### config.mk
export PLATFORM = sky130hd
export DESIGN_NAME = ebce_engine
export DESIGN_NICKNAME = d
export VERILOG_FILES = /design/src/core/ebce_engine.v
export VERILOG_INCLUDE_DIRS = /design/src /design/src/include
export SDC_FILE = /design/constraint.sdc
export NUM_CORES = 1
export LEC_CHECK = 0
export BUFFER_PORTS_ARGS = -buffer_cell sky130_fd_sc_hd__buf_4
export CORE_AREA = 4 4 255 257
export DETAILED_ROUTE_END_ITERATION = 10
export DIE_AREA = 0 0 259 261
export PLACE_DENSITY = 0.49
export SYNTH_ARGS = -nofsm -noshare
export SYNTH_HDL_FRONTEND = slang
export SYNTH_SLANG_ARGS = --single-unit
### constraint.sdc
create_clock -name i_core_clk -period 3.3 [get_ports i_core_clk]
set_input_delay 0.33 -clock i_core_clk [delete_from_list [all_inputs] [get_ports i_core_clk]]
set_output_delay 0.33 -clock i_core_clk [all_outputs]
set_load 0.005 [all_outputs]
### src/include/ebce_defines.vh
// Constants for the external bus cycle engine.
`ifndef EBCE_DEFINES_VH
`define EBCE_DEFINES_VH

// ----------------------------------------------------------------------------
// Transfer size codes; port size codes share the same encoding.
// ----------------------------------------------------------------------------
`define EBCE_SIZ_LONG 2'h0
`define EBCE_SIZ_BYTE 2'h1
`define EBCE_SIZ_WORD 2'h2
`define EBCE_SIZ_LINE 2'h3

// ----------------------------------------------------------------------------
// Window configuration field layout, one slice per window.
// ----------------------------------------------------------------------------
`define EBCE_CFG_W        10
`define EBCE_CFG_PORT_LO  0
`define EBCE_CFG_PORT_HI  1
`define EBCE_CFG_WAIT_LO  2
`define EBCE_CFG_WAIT_HI  5
`define EBCE_CFG_AUTO_ACK 6
`define EBCE_CFG_BST_RD   7
`define EBCE_CFG_BST_WR   8
`define EBCE_CFG_VALID    9
`define EBCE_BASE_W       16
`define EBCE_NUM_CS       8
`define EBCE_NUM_WIN      10

// ----------------------------------------------------------------------------
// Byte lane enables, bit 0 is the most significant lane.
// ----------------------------------------------------------------------------
`define EBCE_LANES_ALL  4'hf
`define EBCE_LANES_TOP  4'h1
`define EBCE_LANES_HIGH 4'h3
`define EBCE_LANES_LOW  4'hc
`define EBCE_LANES_NONE 4'h0

`endif

### src/core/ebce_engine.v
// External bus cycle engine: window decode, cycle state machine and sizing.
`timescale 1ns/100ps
// Behaviour
// - Address, write data, start and attributes change only on bus clock rising edges.
// - Strobe, selects, output enable and byte enables change only on falling edges.
// - Burst to a smaller port keeps the whole transfer size code throughout.
// - Burst-inhibited: first access shows transfer size, later ones show port size.
// - Size code: 00 longword, 01 byte, 10 word, 11 line.
// - 8-bit port uses top lane; longword goes as four bytes, MSB first.
// - Compare address with eight select and two DRAM windows; single match uses its setup.
// - No match: burst-inhibited, externally terminated 32-bit cycle.
// - Several select matches: drive all, still inhibited, external, 32-bit.
// - Both DRAM windows, or DRAM plus select, matching gives undefined behaviour.
// - Read data is sampled with the acknowledge at the rising edge.
// - Write data driven from the end of the first clock to the cycle end.
// - Acknowledge missing at end of second clock inserts whole-clock wait states.
// - Final clock holds address, attributes and write data; basic cycle is three clocks.
// - Each bus clock splits in two states: even high, odd low.
// - Start edge drives address, in-progress, read/write, type, modifier, size, start.
// - Next falling edge asserts strobe, select, byte enables and, on reads only, output enable.
// - Acknowledge in the first low phase gives fast termination, skipping two states.
// - Entering the second high state negates start; a write drives data.
// - Final state negates strobes on falling edge, releases attributes on rising edge.
`include "ebce_defines.vh"

module ebce_engine #(
  parameter NUM_CS  = `EBCE_NUM_CS,
  parameter NUM_WIN = `EBCE_NUM_WIN
) (
  input  wire                              i_core_clk,
  input  wire                              i_reset,
  input  wire                              i_req,
  input  wire [31:0]                       i_req_addr,
  input  wire                              i_req_write,
  input  wire [1:0]                        i_req_size,
  input  wire [1:0]                        i_req_type,
  input  wire [2:0]                        i_req_modifier,
  input  wire [31:0]                       i_req_wdata,
  input  wire [NUM_WIN*`EBCE_BASE_W-1:0]   i_win_base,
  input  wire [NUM_WIN*`EBCE_BASE_W-1:0]   i_win_mask,
  input  wire [NUM_WIN*`EBCE_CFG_W-1:0]    i_win_cfg,
  input  wire                              i_transfer_ack_n,
  input  wire [31:0]                       i_data_in,
  output reg                               o_req_ready,
  output reg                               o_done,
  output reg  [31:0]                       o_rdata,
  output reg                               o_bus_input_clock,
  output reg  [31:0]                       o_addr,
  output reg                               o_addr_oe,
  output reg                               o_read_write,
  output reg  [1:0]                        o_transfer_size_code,
  output reg  [1:0]                        o_transfer_type,
  output reg  [2:0]                        o_transfer_modifier,
  output reg                               o_transfer_start_n,
  output reg                               o_transfer_in_progress_n,
  output reg  [31:0]                       o_data_out,
  output reg                               o_data_oe,
  output reg                               o_addr_strobe_n,
  output reg  [NUM_CS-1:0]                 o_chip_select_n,
  output reg  [NUM_WIN-NUM_CS-1:0]         o_dram_select,
  output reg  [3:0]                        o_byte_lane_enable_n,
  output reg                               o_output_enable_n
);

  // --------------------------------------------------------------------------
  // States; even codes are high-phase states, odd codes other than ST_IDLE low-phase states.
  // --------------------------------------------------------------------------
  localparam [2:0] ST_START_HIGH   = 3'h0;
  localparam [2:0] ST_STROBE_LOW   = 3'h1;
  localparam [2:0] ST_SECOND_HIGH  = 3'h2;
  localparam [2:0] ST_WAIT_LOW     = 3'h3;
  localparam [2:0] ST_SAMPLED_HIGH = 3'h4;
  localparam [2:0] ST_END_LOW      = 3'h5;
  localparam [2:0] ST_IDLE         = 3'h7;

  // --------------------------------------------------------------------------
  // Window decode.
  // --------------------------------------------------------------------------
  wire [NUM_WIN-1:0] hit;
  genvar gi;
  generate
    for (gi = 0; gi < NUM_WIN; gi = gi + 1) begin : g_win
      wire [`EBCE_BASE_W-1:0] base_w = i_win_base[gi*`EBCE_BASE_W +: `EBCE_BASE_W];
      wire [`EBCE_BASE_W-1:0] mask_w = i_win_mask[gi*`EBCE_BASE_W +: `EBCE_BASE_W];
      assign hit[gi] = i_win_cfg[gi*`EBCE_CFG_W + `EBCE_CFG_VALID] &&
                       (((i_req_addr[31:16] ^ base_w) & ~mask_w) == {`EBCE_BASE_W{1'b0}});
    end
  endgenerate

  wire [NUM_CS-1:0]         cs_hit   = hit[NUM_CS-1:0];
  wire [NUM_WIN-NUM_CS-1:0] dram_hit = hit[NUM_WIN-1:NUM_CS];
  wire                      cs_multi = (cs_hit & (cs_hit - 1'b1)) != {NUM_CS{1'b0}};

  reg  [`EBCE_CFG_W-1:0] sel_cfg;
  reg                    sel_own;
  integer                k;

  // A DRAM hit takes priority; mixed hits are undefined, so any choice is legal.
  always @* begin
    sel_cfg = {`EBCE_CFG_W{1'b0}};
    sel_own = 1'b0;
    for (k = 0; k < NUM_WIN; k = k + 1) begin
      if (hit[k] && !(k < NUM_CS && cs_multi)) begin
        sel_cfg = i_win_cfg[k*`EBCE_CFG_W +: `EBCE_CFG_W];
        sel_own = 1'b1;
      end
    end
  end

  // No usable single window: external, inhibited, 32-bit.
  wire [1:0] new_port  = sel_own ? sel_cfg[`EBCE_CFG_PORT_HI:`EBCE_CFG_PORT_LO] : `EBCE_SIZ_LONG;
  wire       new_auto  = sel_own & sel_cfg[`EBCE_CFG_AUTO_ACK];
  wire       new_burst = sel_own & (i_req_write ? sel_cfg[`EBCE_CFG_BST_WR] : sel_cfg[`EBCE_CFG_BST_RD]);
  wire [3:0] new_waits = sel_own ? sel_cfg[`EBCE_CFG_WAIT_HI:`EBCE_CFG_WAIT_LO] : 4'h0;

  // Number of port accesses needed for the whole transfer.
  reg [4:0] total_bytes;
  reg [4:0] new_beats;
  always @* begin
    case (i_req_size)
      `EBCE_SIZ_BYTE: total_bytes = 5'h01;
      `EBCE_SIZ_WORD: total_bytes = 5'h02;
      `EBCE_SIZ_LINE: total_bytes = 5'h10;
      default:        total_bytes = 5'h04;
    endcase
    case (new_port)
      `EBCE_SIZ_BYTE: new_beats = total_bytes;
      `EBCE_SIZ_WORD: new_beats = (total_bytes > 5'h02) ? (total_bytes >> 1) : 5'h01;
      default:        new_beats = (total_bytes > 5'h04) ? (total_bytes >> 2) : 5'h01;
    endcase
  end

  // --------------------------------------------------------------------------
  // Held transfer context.
  // --------------------------------------------------------------------------
  reg [2:0]              st_q;
  reg [1:0]              port_q;
  reg                    auto_q;
  reg                    burst_q;
  reg [3:0]              waits_q;
  reg [3:0]              wcnt_q;
  reg [4:0]              beats_q;
  reg                    write_q;
  reg [NUM_CS-1:0]       cs_q;
  reg [NUM_WIN-NUM_CS-1:0] dram_q;
  reg [31:0]             rd_q;

  // Byte lanes for the current access; the top lane is lane bit 0.
  reg [3:0] lanes;
  always @* begin
    case (port_q)
      `EBCE_SIZ_BYTE: lanes = `EBCE_LANES_TOP;
      `EBCE_SIZ_WORD: lanes = `EBCE_LANES_HIGH;
      default: begin
        case (o_transfer_size_code)
          `EBCE_SIZ_BYTE: lanes = `EBCE_LANES_TOP << o_addr[1:0];
          `EBCE_SIZ_WORD: lanes = o_addr[1] ? `EBCE_LANES_LOW : `EBCE_LANES_HIGH;
          default:        lanes = `EBCE_LANES_ALL;
        endcase
      end
    endcase
  end

  // Read data gathered lane by lane, most significant part first.
  reg [31:0] rd_next;
  always @* begin
    case (port_q)
      `EBCE_SIZ_BYTE: rd_next = {rd_q[23:0], i_data_in[31:24]};
      `EBCE_SIZ_WORD: rd_next = {rd_q[15:0], i_data_in[31:16]};
      default:        rd_next = i_data_in;
    endcase
  end

  wire [5:0] step = (port_q == `EBCE_SIZ_BYTE) ? 6'h08 : (port_q == `EBCE_SIZ_WORD) ? 6'h10 : 6'h00;
  wire [3:0] step_bytes = (port_q == `EBCE_SIZ_BYTE) ? 4'h1 : (port_q == `EBCE_SIZ_WORD) ? 4'h2 : 4'h4;
  wire       ext_ack = !auto_q && !i_transfer_ack_n;
  wire       int_ack = auto_q && (wcnt_q == 4'h0);

  // --------------------------------------------------------------------------
  // Cycle state machine; each core clock edge is one half bus clock.
  // --------------------------------------------------------------------------
  always @(posedge i_core_clk) begin
    if (i_reset) begin
      st_q                     <= ST_IDLE;
      o_bus_input_clock        <= 1'b0;
      port_q                   <= `EBCE_SIZ_LONG;
      auto_q                   <= 1'b0;
      burst_q                  <= 1'b0;
      waits_q                  <= 4'h0;
      wcnt_q                   <= 4'h0;
      beats_q                  <= 5'h00;
      write_q                  <= 1'b0;
      cs_q                     <= {NUM_CS{1'b0}};
      dram_q                   <= {(NUM_WIN-NUM_CS){1'b0}};
      rd_q                     <= 32'h0;
      o_req_ready              <= 1'b0;
      o_done                   <= 1'b0;
      o_rdata                  <= 32'h0;
      o_addr                   <= 32'h0;
      o_addr_oe                <= 1'b0;
      o_read_write             <= 1'b1;
      o_transfer_size_code     <= `EBCE_SIZ_LONG;
      o_transfer_type          <= 2'h0;
      o_transfer_modifier      <= 3'h0;
      o_transfer_start_n       <= 1'b1;
      o_transfer_in_progress_n <= 1'b1;
      o_data_out               <= 32'h0;
      o_data_oe                <= 1'b0;
      o_addr_strobe_n          <= 1'b1;
      o_chip_select_n          <= {NUM_CS{1'b1}};
      o_dram_select            <= {(NUM_WIN-NUM_CS){1'b0}};
      o_byte_lane_enable_n     <= {4{1'b1}};
      o_output_enable_n        <= 1'b1;
    end else begin
      o_bus_input_clock <= ~o_bus_input_clock;
      o_done            <= 1'b0;
      case (st_q)
        ST_IDLE: begin
          // Starts only on an edge that raises the bus clock.
          o_req_ready <= o_bus_input_clock;
          if (i_req && o_req_ready && !o_bus_input_clock) begin
            o_req_ready              <= 1'b0;
            st_q                     <= ST_START_HIGH;
            port_q                   <= new_port;
            auto_q                   <= new_auto;
            burst_q                  <= new_burst && !cs_multi;
            waits_q                  <= new_waits;
            wcnt_q                   <= new_waits;
            beats_q                  <= new_beats;
            write_q                  <= i_req_write;
            cs_q                     <= cs_hit;
            dram_q                   <= dram_hit;
            rd_q                     <= 32'h0;
            o_addr                   <= i_req_addr;
            o_addr_oe                <= 1'b1;
            o_read_write             <= !i_req_write;
            o_transfer_size_code     <= i_req_size;
            o_transfer_type          <= i_req_type;
            o_transfer_modifier      <= i_req_modifier;
            o_transfer_start_n       <= 1'b0;
            o_transfer_in_progress_n <= 1'b0;
            o_data_out               <= i_req_wdata;
          end
        end
        ST_START_HIGH: begin
          st_q                 <= ST_STROBE_LOW;
          o_addr_strobe_n      <= 1'b0;
          o_chip_select_n      <= ~cs_q;
          o_dram_select        <= dram_q;
          o_byte_lane_enable_n <= ~lanes;
          o_output_enable_n    <= write_q;
        end
        ST_STROBE_LOW: begin
          o_transfer_start_n <= 1'b1;
          o_data_oe          <= write_q;
          if (ext_ack) begin
            st_q <= ST_SAMPLED_HIGH;
            rd_q <= rd_next;
          end else begin
            st_q <= ST_SECOND_HIGH;
          end
        end
        ST_SECOND_HIGH: begin
          st_q <= ST_WAIT_LOW;
        end
        ST_WAIT_LOW: begin
          if (ext_ack || int_ack) begin
            st_q <= ST_SAMPLED_HIGH;
            rd_q <= rd_next;
          end else begin
            st_q   <= ST_SECOND_HIGH;
            wcnt_q <= wcnt_q - 4'h1;
          end
        end
        ST_SAMPLED_HIGH: begin
          st_q                 <= ST_END_LOW;
          o_addr_strobe_n      <= 1'b1;
          o_chip_select_n      <= {NUM_CS{1'b1}};
          o_dram_select        <= {(NUM_WIN-NUM_CS){1'b0}};
          o_byte_lane_enable_n <= {4{1'b1}};
          o_output_enable_n    <= 1'b1;
        end
        ST_END_LOW: begin
          if (beats_q > 5'h01) begin
            // Back-to-back access; in-progress stays asserted.
            st_q               <= ST_START_HIGH;
            beats_q            <= beats_q - 5'h01;
            wcnt_q             <= waits_q;
            o_transfer_start_n <= 1'b0;
            o_data_oe          <= 1'b0;
            o_addr             <= o_addr + {28'h0, step_bytes};
            o_data_out         <= o_data_out << step;
            if (!burst_q) begin
              o_transfer_size_code <= port_q;
            end
          end else begin
            // Hold clock ends here: release address, attributes, in-progress and data drive together.
            st_q                     <= ST_IDLE;
            o_addr_oe                <= 1'b0;
            o_read_write             <= 1'b1;
            o_transfer_size_code     <= `EBCE_SIZ_LONG;
            o_transfer_type          <= 2'h0;
            o_transfer_modifier      <= 3'h0;
            o_transfer_in_progress_n <= 1'b1;
            o_data_oe                <= 1'b0;
            o_done                   <= 1'b1;
            o_rdata                  <= rd_q;
          end
        end
        default: begin
          st_q <= ST_IDLE;
        end
      endcase
    end
  end

endmodule // ebce_engine

==> run summary, run 1 <==
Row count: 92
Initial Util: 0.209
Clock sink count: 190
Finished layout cell area: 21000 µm²
Minimum clock period: 3.17 ns
Pwr Density: 378 nW/µm²
Area of the multi-input gates: 8670 µm²
Area leader, netlist: dfxtp_1
Warnings from Yosys: 0
Total GRT Usage: 0.244
Die width: 259 µm
RR Startpoint: port_q[1]$_SDFFE_PP0P_
Total gr overflow: 0
Seq cells post-synth: 190
Synth Net Count: 2334
Primary FF master, synth: dfxtp_1
Detail Placement HPWL: 73300 µm
Period utilisation layout: 0.962
CTS clk-pin slew, worst paths: 0.08 ns
Largest net degree at the start of global routing: 113
Hold Crit Depth: 3
Slew Viols, Final: 0
Final hold vios: 0
Vias in the first global route: 16800
Hold Path Class: primary input to flip-flop
Reg2reg setup slack: 0.28 ns
Setup WS post-layout: 0.127 ns
DRT antenna net count: 0
Bufs on Longest Clock Path: 2
Top-area cell type share of the netlist area: 0.290
Worst hold start: i_req_modifier[1]
Synthesized cell area: 13100 µm²
CTS buffer count: 17
Arr. time, crit path: 3.52 ns
1st-pass router iterations: 6
DR iter-0 viols: 1167
CTS Hold Bufs: 0
Crit Path Category: primary input to flip-flop
Register Area: 3800 µm²
Drt via density: 4.91
Share of cells above drive strength 1: 0.374
DRT Wirelength: 86900 µm
# Max-Cap Violations: 0
Worst-Margin Slew: 1.15 ns
Pleak: 8.78 nW
Fillers: 6890
Status: finished, final reports clean
RePlAce Congestion: 0.980
Cell count after placement: 3365
Synthesized area per cell: 7.35 µm²
Area Growth Syn to Fin: 59.6%
H-tree depth: 4
# setup viols final: 0
Worst vdd ir: 0.260 mV
Area post-placement: 20300 µm²
CP startpoint kind: primary input
Die Area: 67600 µm²
Relative slew slack: 0.233
Final nets: 3086
Hold Path End: o_transfer_modifier[1]$_SDFFE_PP0P_
Commonest cells post-synth: nor2_1 (236), nand2_1 (191), dfxtp_1 (190)
Clk Latency, worst-skew pair: 0.48 ns
Reg2reg path depth: 15
Cell count after synthesis: 1786
FFs w/ async S/R, synth: 0
Post-route DRC: 0
Fin cells: 3414
Worst Skew: 0.0139 ns
Initial antenna violation count: 35
Core ar.: 62700 µm²
CTS tree: built
Chip height: 261 µm
CTS Root Buffer Type: clkbuf_16
Worst EP required: 3.64 ns
Port Buf Inserts: 654
Crit end category: flip-flop
Synth top area cells: dfxtp_1 (29%), xnor2_1 (11%), a21oi_1 (6.8%)
RR Endpoint: o_addr[30]$_SDFFE_PP0P_
Count of cell types in the netlist: 81
Crit-path max FO: 7
Pre-CTS setup slack: -0.707 ns
I/O pins: 655
Top-count cell post-synth: nor2_1
Utilization after layout: 0.334
Register area share after synthesis: 0.290
Via count: 16800
Routed WL per cell: 25.5 µm
Post-synth EDFFs: 0
Max Fclk: 315 MHz
Final setup TNS: 0 ns
Global-route wire length before repair: 120000 µm
-- worst max-delay path, stage by stage --
cell,delay [ns]
buf_4,0.16
buf_12,0.15
xnor2_2,0.14
o22ai_1,0.29
nor4_2,0.13
buf_4,0.15
and3_2,0.25
nor2_1,0.18
nand3_1,0.13
a211oi_2,0.33
a21oi_2,0.10
or2_1,0.24
ha_1,0.32
buf_4,0.16
a221oi_1,0.21
a21oi_1,0.07
nand3_1,0.08
a21oi_1,0.07
-- metal layers --
metal  vias up  share of wire  global-route usage
met4        18          0.026              0.0634
met1      8079           0.39               0.278
met5         -         0.0013                   0
met3        98          0.073              0.0691
li1       7925              -                   -
met2       647           0.51               0.450
-- flip-flops by register name, summed over array words and instances, names as in the netlist, 3 cells and up --
name and flops:
o_rdata 32, o_addr 32, o_data_out 32, o_byte_lane_enable_n 4
waits_q 4, o_chip_select_n 8, cs_q 8, wcnt_q 4
st_q 3, o_transfer_modifier 3, beats_q 5, rd_q 32
-- power by group --
part           total (mW)  internal [mW]  switching, mW
sequential           2.65           2.47          0.181
clock                2.23           1.18           1.05
combinational        3.04           1.35           1.69
-- per-stage QoR --
| stage | power, mW | hold WS (ns) |
|---|---|---|
| final | 7.92 | 0.104 |
| after detailed placement | 5.75 | 0.440 |
| after global routing | 8.36 | 0.0755 |
| after global placement | 5.73 | 0.436 |
| after CTS | 8.04 | 0.0564 |
| after floorplan | 4.17 | 0.427 |
-- layout make-up --
cell class	instances	area share
multi-input cells	1428	0.414
diodes	18	0.00215
inverters	41	0.00735
clock inverters	11	0.00693
clock buffers	20	0.0218
repair buffers	860	0.316
flip-flops and latches	190	0.182
well taps	846	0.0505
-- worst max path at each step --
| stage | startpoint | end | slack, ns | cells after the start |
|---|---|---|---|---|
| after floorplan | i_req_addr[31] | beats_q[2]$_SDFFE_PP0P_ | 0.16 | 17 |
| after global placement | i_req_addr[24] | beats_q[0]$_SDFFE_PP0P_ | -0.79 | 19 |
| after detailed placement | i_req_addr[24] | beats_q[0]$_SDFFE_PP0P_ | -0.71 | 19 |
| after CTS | i_req_addr[17] | beats_q[0]$_SDFFE_PP0P_ | 0.02 | 18 |
| after global routing | i_req_addr[25] | beats_q[0]$_SDFFE_PP0P_ | -0.02 | 19 |
| final | i_req_addr[17] | beats_q[0]$_SDFFE_PP0P_ | 0.13 | 18 |
-- cell usage in the layout, fill, tap and decap left out, types with 9 or more instances in the layout --
master and instances:
a211oi_1 25, a21o_1 11, a21oi_1 178, a221oi_1 20, a22oi_1 55, a311oi_1 10, a31oi_1 17, and3_1 9
buf_12 13, buf_4 846, clkbuf_16 17, dfxtp_1 189, diode_2 18, ha_1 17, inv_1 40, mux2_2 9
nand2_1 190, nand2b_1 10, nand3_1 46, nand3b_1 10, nor2_1 233, nor3_1 72, nor3b_1 13, nor4_1 13
o211ai_1 12, o21ai_0 73, o21ai_1 14, o21bai_1 16, o22ai_1 81, xnor2_1 160
-- cell families (layout without fill, tap and decap cells) --
kind of cell	count (synthesis)	in the layout	share of synthesized area
DFF	190	190	0.290
muxes	11	11	0.00925
adders and majority gates	20	20	0.0196
and+or+nand+nor	671	671	0.244
other	0	18	0
AOI/OAI and AO/OA	564	564	0.271
buffers and inverters	168	932	0.0573
xor gates and xnor gates	162	162	0.109
-- repair_timing --
action	in CTS	in global routing
gates resized for setup	1	8
endpoints found under the hold margin	0	0
setup endpoints to repair	4	6
buffers inserted	0	0
pin swaps	1	2
(Power assumes the default switching activity.)
==> run 2: changes to the inputs <==
--- a/config.mk
+++ b/config.mk
@@ -7,9 +7,9 @@
 export NUM_CORES = 1
 export LEC_CHECK = 0
 export BUFFER_PORTS_ARGS = -buffer_cell sky130_fd_sc_hd__buf_4
-export CORE_AREA = 4 4 255 257
+export CORE_AREA = 2 2 253 255
 export DETAILED_ROUTE_END_ITERATION = 10
-export DIE_AREA = 0 0 259 261
+export DIE_AREA = 0 0 255 257
 export PLACE_DENSITY = 0.49
 export SYNTH_ARGS = -nofsm -noshare
 export SYNTH_HDL_FRONTEND = slang
==> constraint.sdc (replaced) <==
create_clock -name i_core_clk -period 3.3 [get_ports i_core_clk]
set_input_delay 0.33 -clock i_core_clk [delete_from_list [all_inputs] [get_ports i_core_clk]]
set_output_delay 0.33 -clock i_core_clk [all_outputs]
set_load 0.02 [all_outputs]
==> run summary, run 2 (synthesis gave the netlist of run 1 again) <==
Status: finished, final reports clean
Chip height: 257 µm
Area post-placement: 20000 µm²
Initial Util: 0.209
Routed WL per cell: 25.3 µm
Final nets: 3064
Core ar.: 62700 µm²
# Max-Cap Violations: 0
Clock Power Share: 0.264
RSZ-0062 raised after global routing: false
Global-route wire length before repair: 119000 µm
M1 GR Usage: 0.298
Worst vdd ir: 0.351 mV
Via count: 16800
Crit-path max cell delay: 0.53 ns
# setup viols final: 0
Relative slew slack: 0.261
Total GRT Usage: 0.254
Hold Path Class: primary input to flip-flop
Pwr Density: 381 nW/µm²
RePlAce Congestion: 1.00
Share of cells above drive strength 1: 0.369
Pleak: 8.64 nW
Drt via density: 4.95
Crit end category: flip-flop
Die Area: 65500 µm²
Met3 GRT Util: 0.0544
Row count: 92
Crit Path Category: primary input to flip-flop
M2 GR Usage: 0.434
Final setup TNS: 0 ns
Area Growth Syn to Fin: 57.7%
Most common cell after layout, fill and taps aside: buf_4
Buf+Inv Stages, Crit Path: 2
Post-route DRC: 0
Max Fclk: 312 MHz
P_sw: 3.10 mW
1st-pass router iterations: 5
Port Buf Inserts: 654
Vias in the first global route: 16600
DR iter-0 viols: 1468
Finished layout cell area: 20700 µm²
Total power: 7.89 mW
CTS buffer count: 17
Arr. time, crit path: 3.55 ns
Die width: 255 µm
Fillers: 6810
Power Internal: 4.79 mW
Cell family contributing the most delay on the critical path: simple AND/OR/NAND/NOR gates
Minimum clock period: 3.21 ns
Worst Skew: 0.0161 ns
CTS Root Buffer Type: clkbuf_16
Final hold vios: 0
CTS tree: built
Period utilisation layout: 0.972
CTS clk-pin slew, worst paths: 0.08 ns
Largest net degree at the start of global routing: 91
Clock sink count: 190
CP startpoint kind: primary input
Global routing's busiest layer: met2
Total gr overflow: 0
Switching part of the total: 0.393
H-tree depth: 4
Detail Placement HPWL: 71800 µm
I/O pins: 655
DRT Wirelength: 85800 µm
Worst-Margin Slew: 1.11 ns
Comb power frac: 0.400
Crit-path max FO: 9
Bufs on Longest Clock Path: 2
Commonest non-fill, non-tap cells in the layout: buf_4 (830), nor2_1 (233), nand2_1 (190)
Worst EP required: 3.64 ns
Clk Latency, worst-skew pair: 0.49 ns
Fin cells: 3397
Seq pwr share: 0.336
Slew Viols, Final: 0
Initial antenna violation count: 34
Utilization after layout: 0.330
Cell count after placement: 3343
Critical path's slowest cell: nor4_1
DRT antenna net count: 0
Critical-path cell list: buf_4 > xnor2_1 > o22ai_2 > nor4_1 > nand3_1 > nor3_1 > o21ai_1 > o21a_1 > and4_1 > nand2b_1 > ha_1 > buf_4 > a221oi_1 > a21oi_1 > nand3_1 > a21oi_1
==> run 2: layout make-up <==
type	instances	area (µm²)	area share
multi-input combinational	1428	8680	0.419
timing repair buffer	838	6380	0.308
sequential	190	3800	0.184
tap	846	1060	0.0511
clock buffer	19	433	0.0209
inverter	41	154	0.00743
clock inverter	12	126	0.00610
antenna	23	57.6	0.00278
==> run 2: metal layers <==
| layer | part of all wire | vias up |
|---|---|---|
| met2 | 0.49 | 719 |
| met5 | 0.00015 | - |
| met1 | 0.40 | 8072 |
| li1 | - | 7896 |
| met4 | 0.053 | 2 |
| met3 | 0.065 | 143 |
==> run 2: power groups by stage <==
stage | clock network (mW) | registers [mW] | logic (mW)
after floorplan | 0 | 2.79 | 1.51
after global placement | 0 | 2.70 | 3.13
after detailed placement | 0 | 2.70 | 3.14
after CTS | 2.17 | 2.65 | 3.16
after global routing | 2.24 | 2.68 | 3.40
final | 2.08 | 2.65 | 3.16
==> run 2: worst paths after layout <==
check                                                            from                               endpoint  slack, ns  depth (start not counted)
worst max-delay path                                   i_req_addr[20]                beats_q[0]$_SDFFE_PP0P_       0.09                         16
worst min-delay path                                i_req_modifier[1]    o_transfer_modifier[1]$_SDFFE_PP0P_       0.09                          3
worst max register to register                 port_q[1]$_SDFFE_PP0P_                o_addr[22]$_SDFFE_PP0P_       0.21                         15
worst min register to register  o_transfer_in_progress_n$_SDFFE_PP1P_  o_transfer_in_progress_n$_SDFFE_PP1P_       0.45                          2
==> run 2: worst reg2reg max path, cell delays in order (launching register included) <==
cell     delay (ns)
dfxtp_1        0.40
inv_1          0.10
ha_2           0.17
ha_1           0.17
inv_1          0.06
fa_1           0.44
nor2b_1        0.23
o21a_1         0.21
nand4_2        0.15
buf_4          0.20
nor2_1         0.13
and2_1         0.21
nand3_1        0.11
o31ai_1        0.22
nand2_1        0.08
a21oi_1        0.13
==> run 2: what timing repair did <==
item / CTS / global route
endpoints found under the setup margin: 4 / 6
pin swaps: 0 / 1
hold buffers: 0 / 0
gates resized for setup: 4 / 6
endpoints found under the hold margin: 0 / 0
setup buffers: 0 / 0
==> run 2: stage by stage <==
stage	worst slack (ns)	hold WS (ns)
after global routing	0.00820	0.0678
final	0.0913	0.0914
after global placement	-0.824	0.432
after CTS	0.00956	0.0437
after floorplan	0.158	0.427
after detailed placement	-0.773	0.445
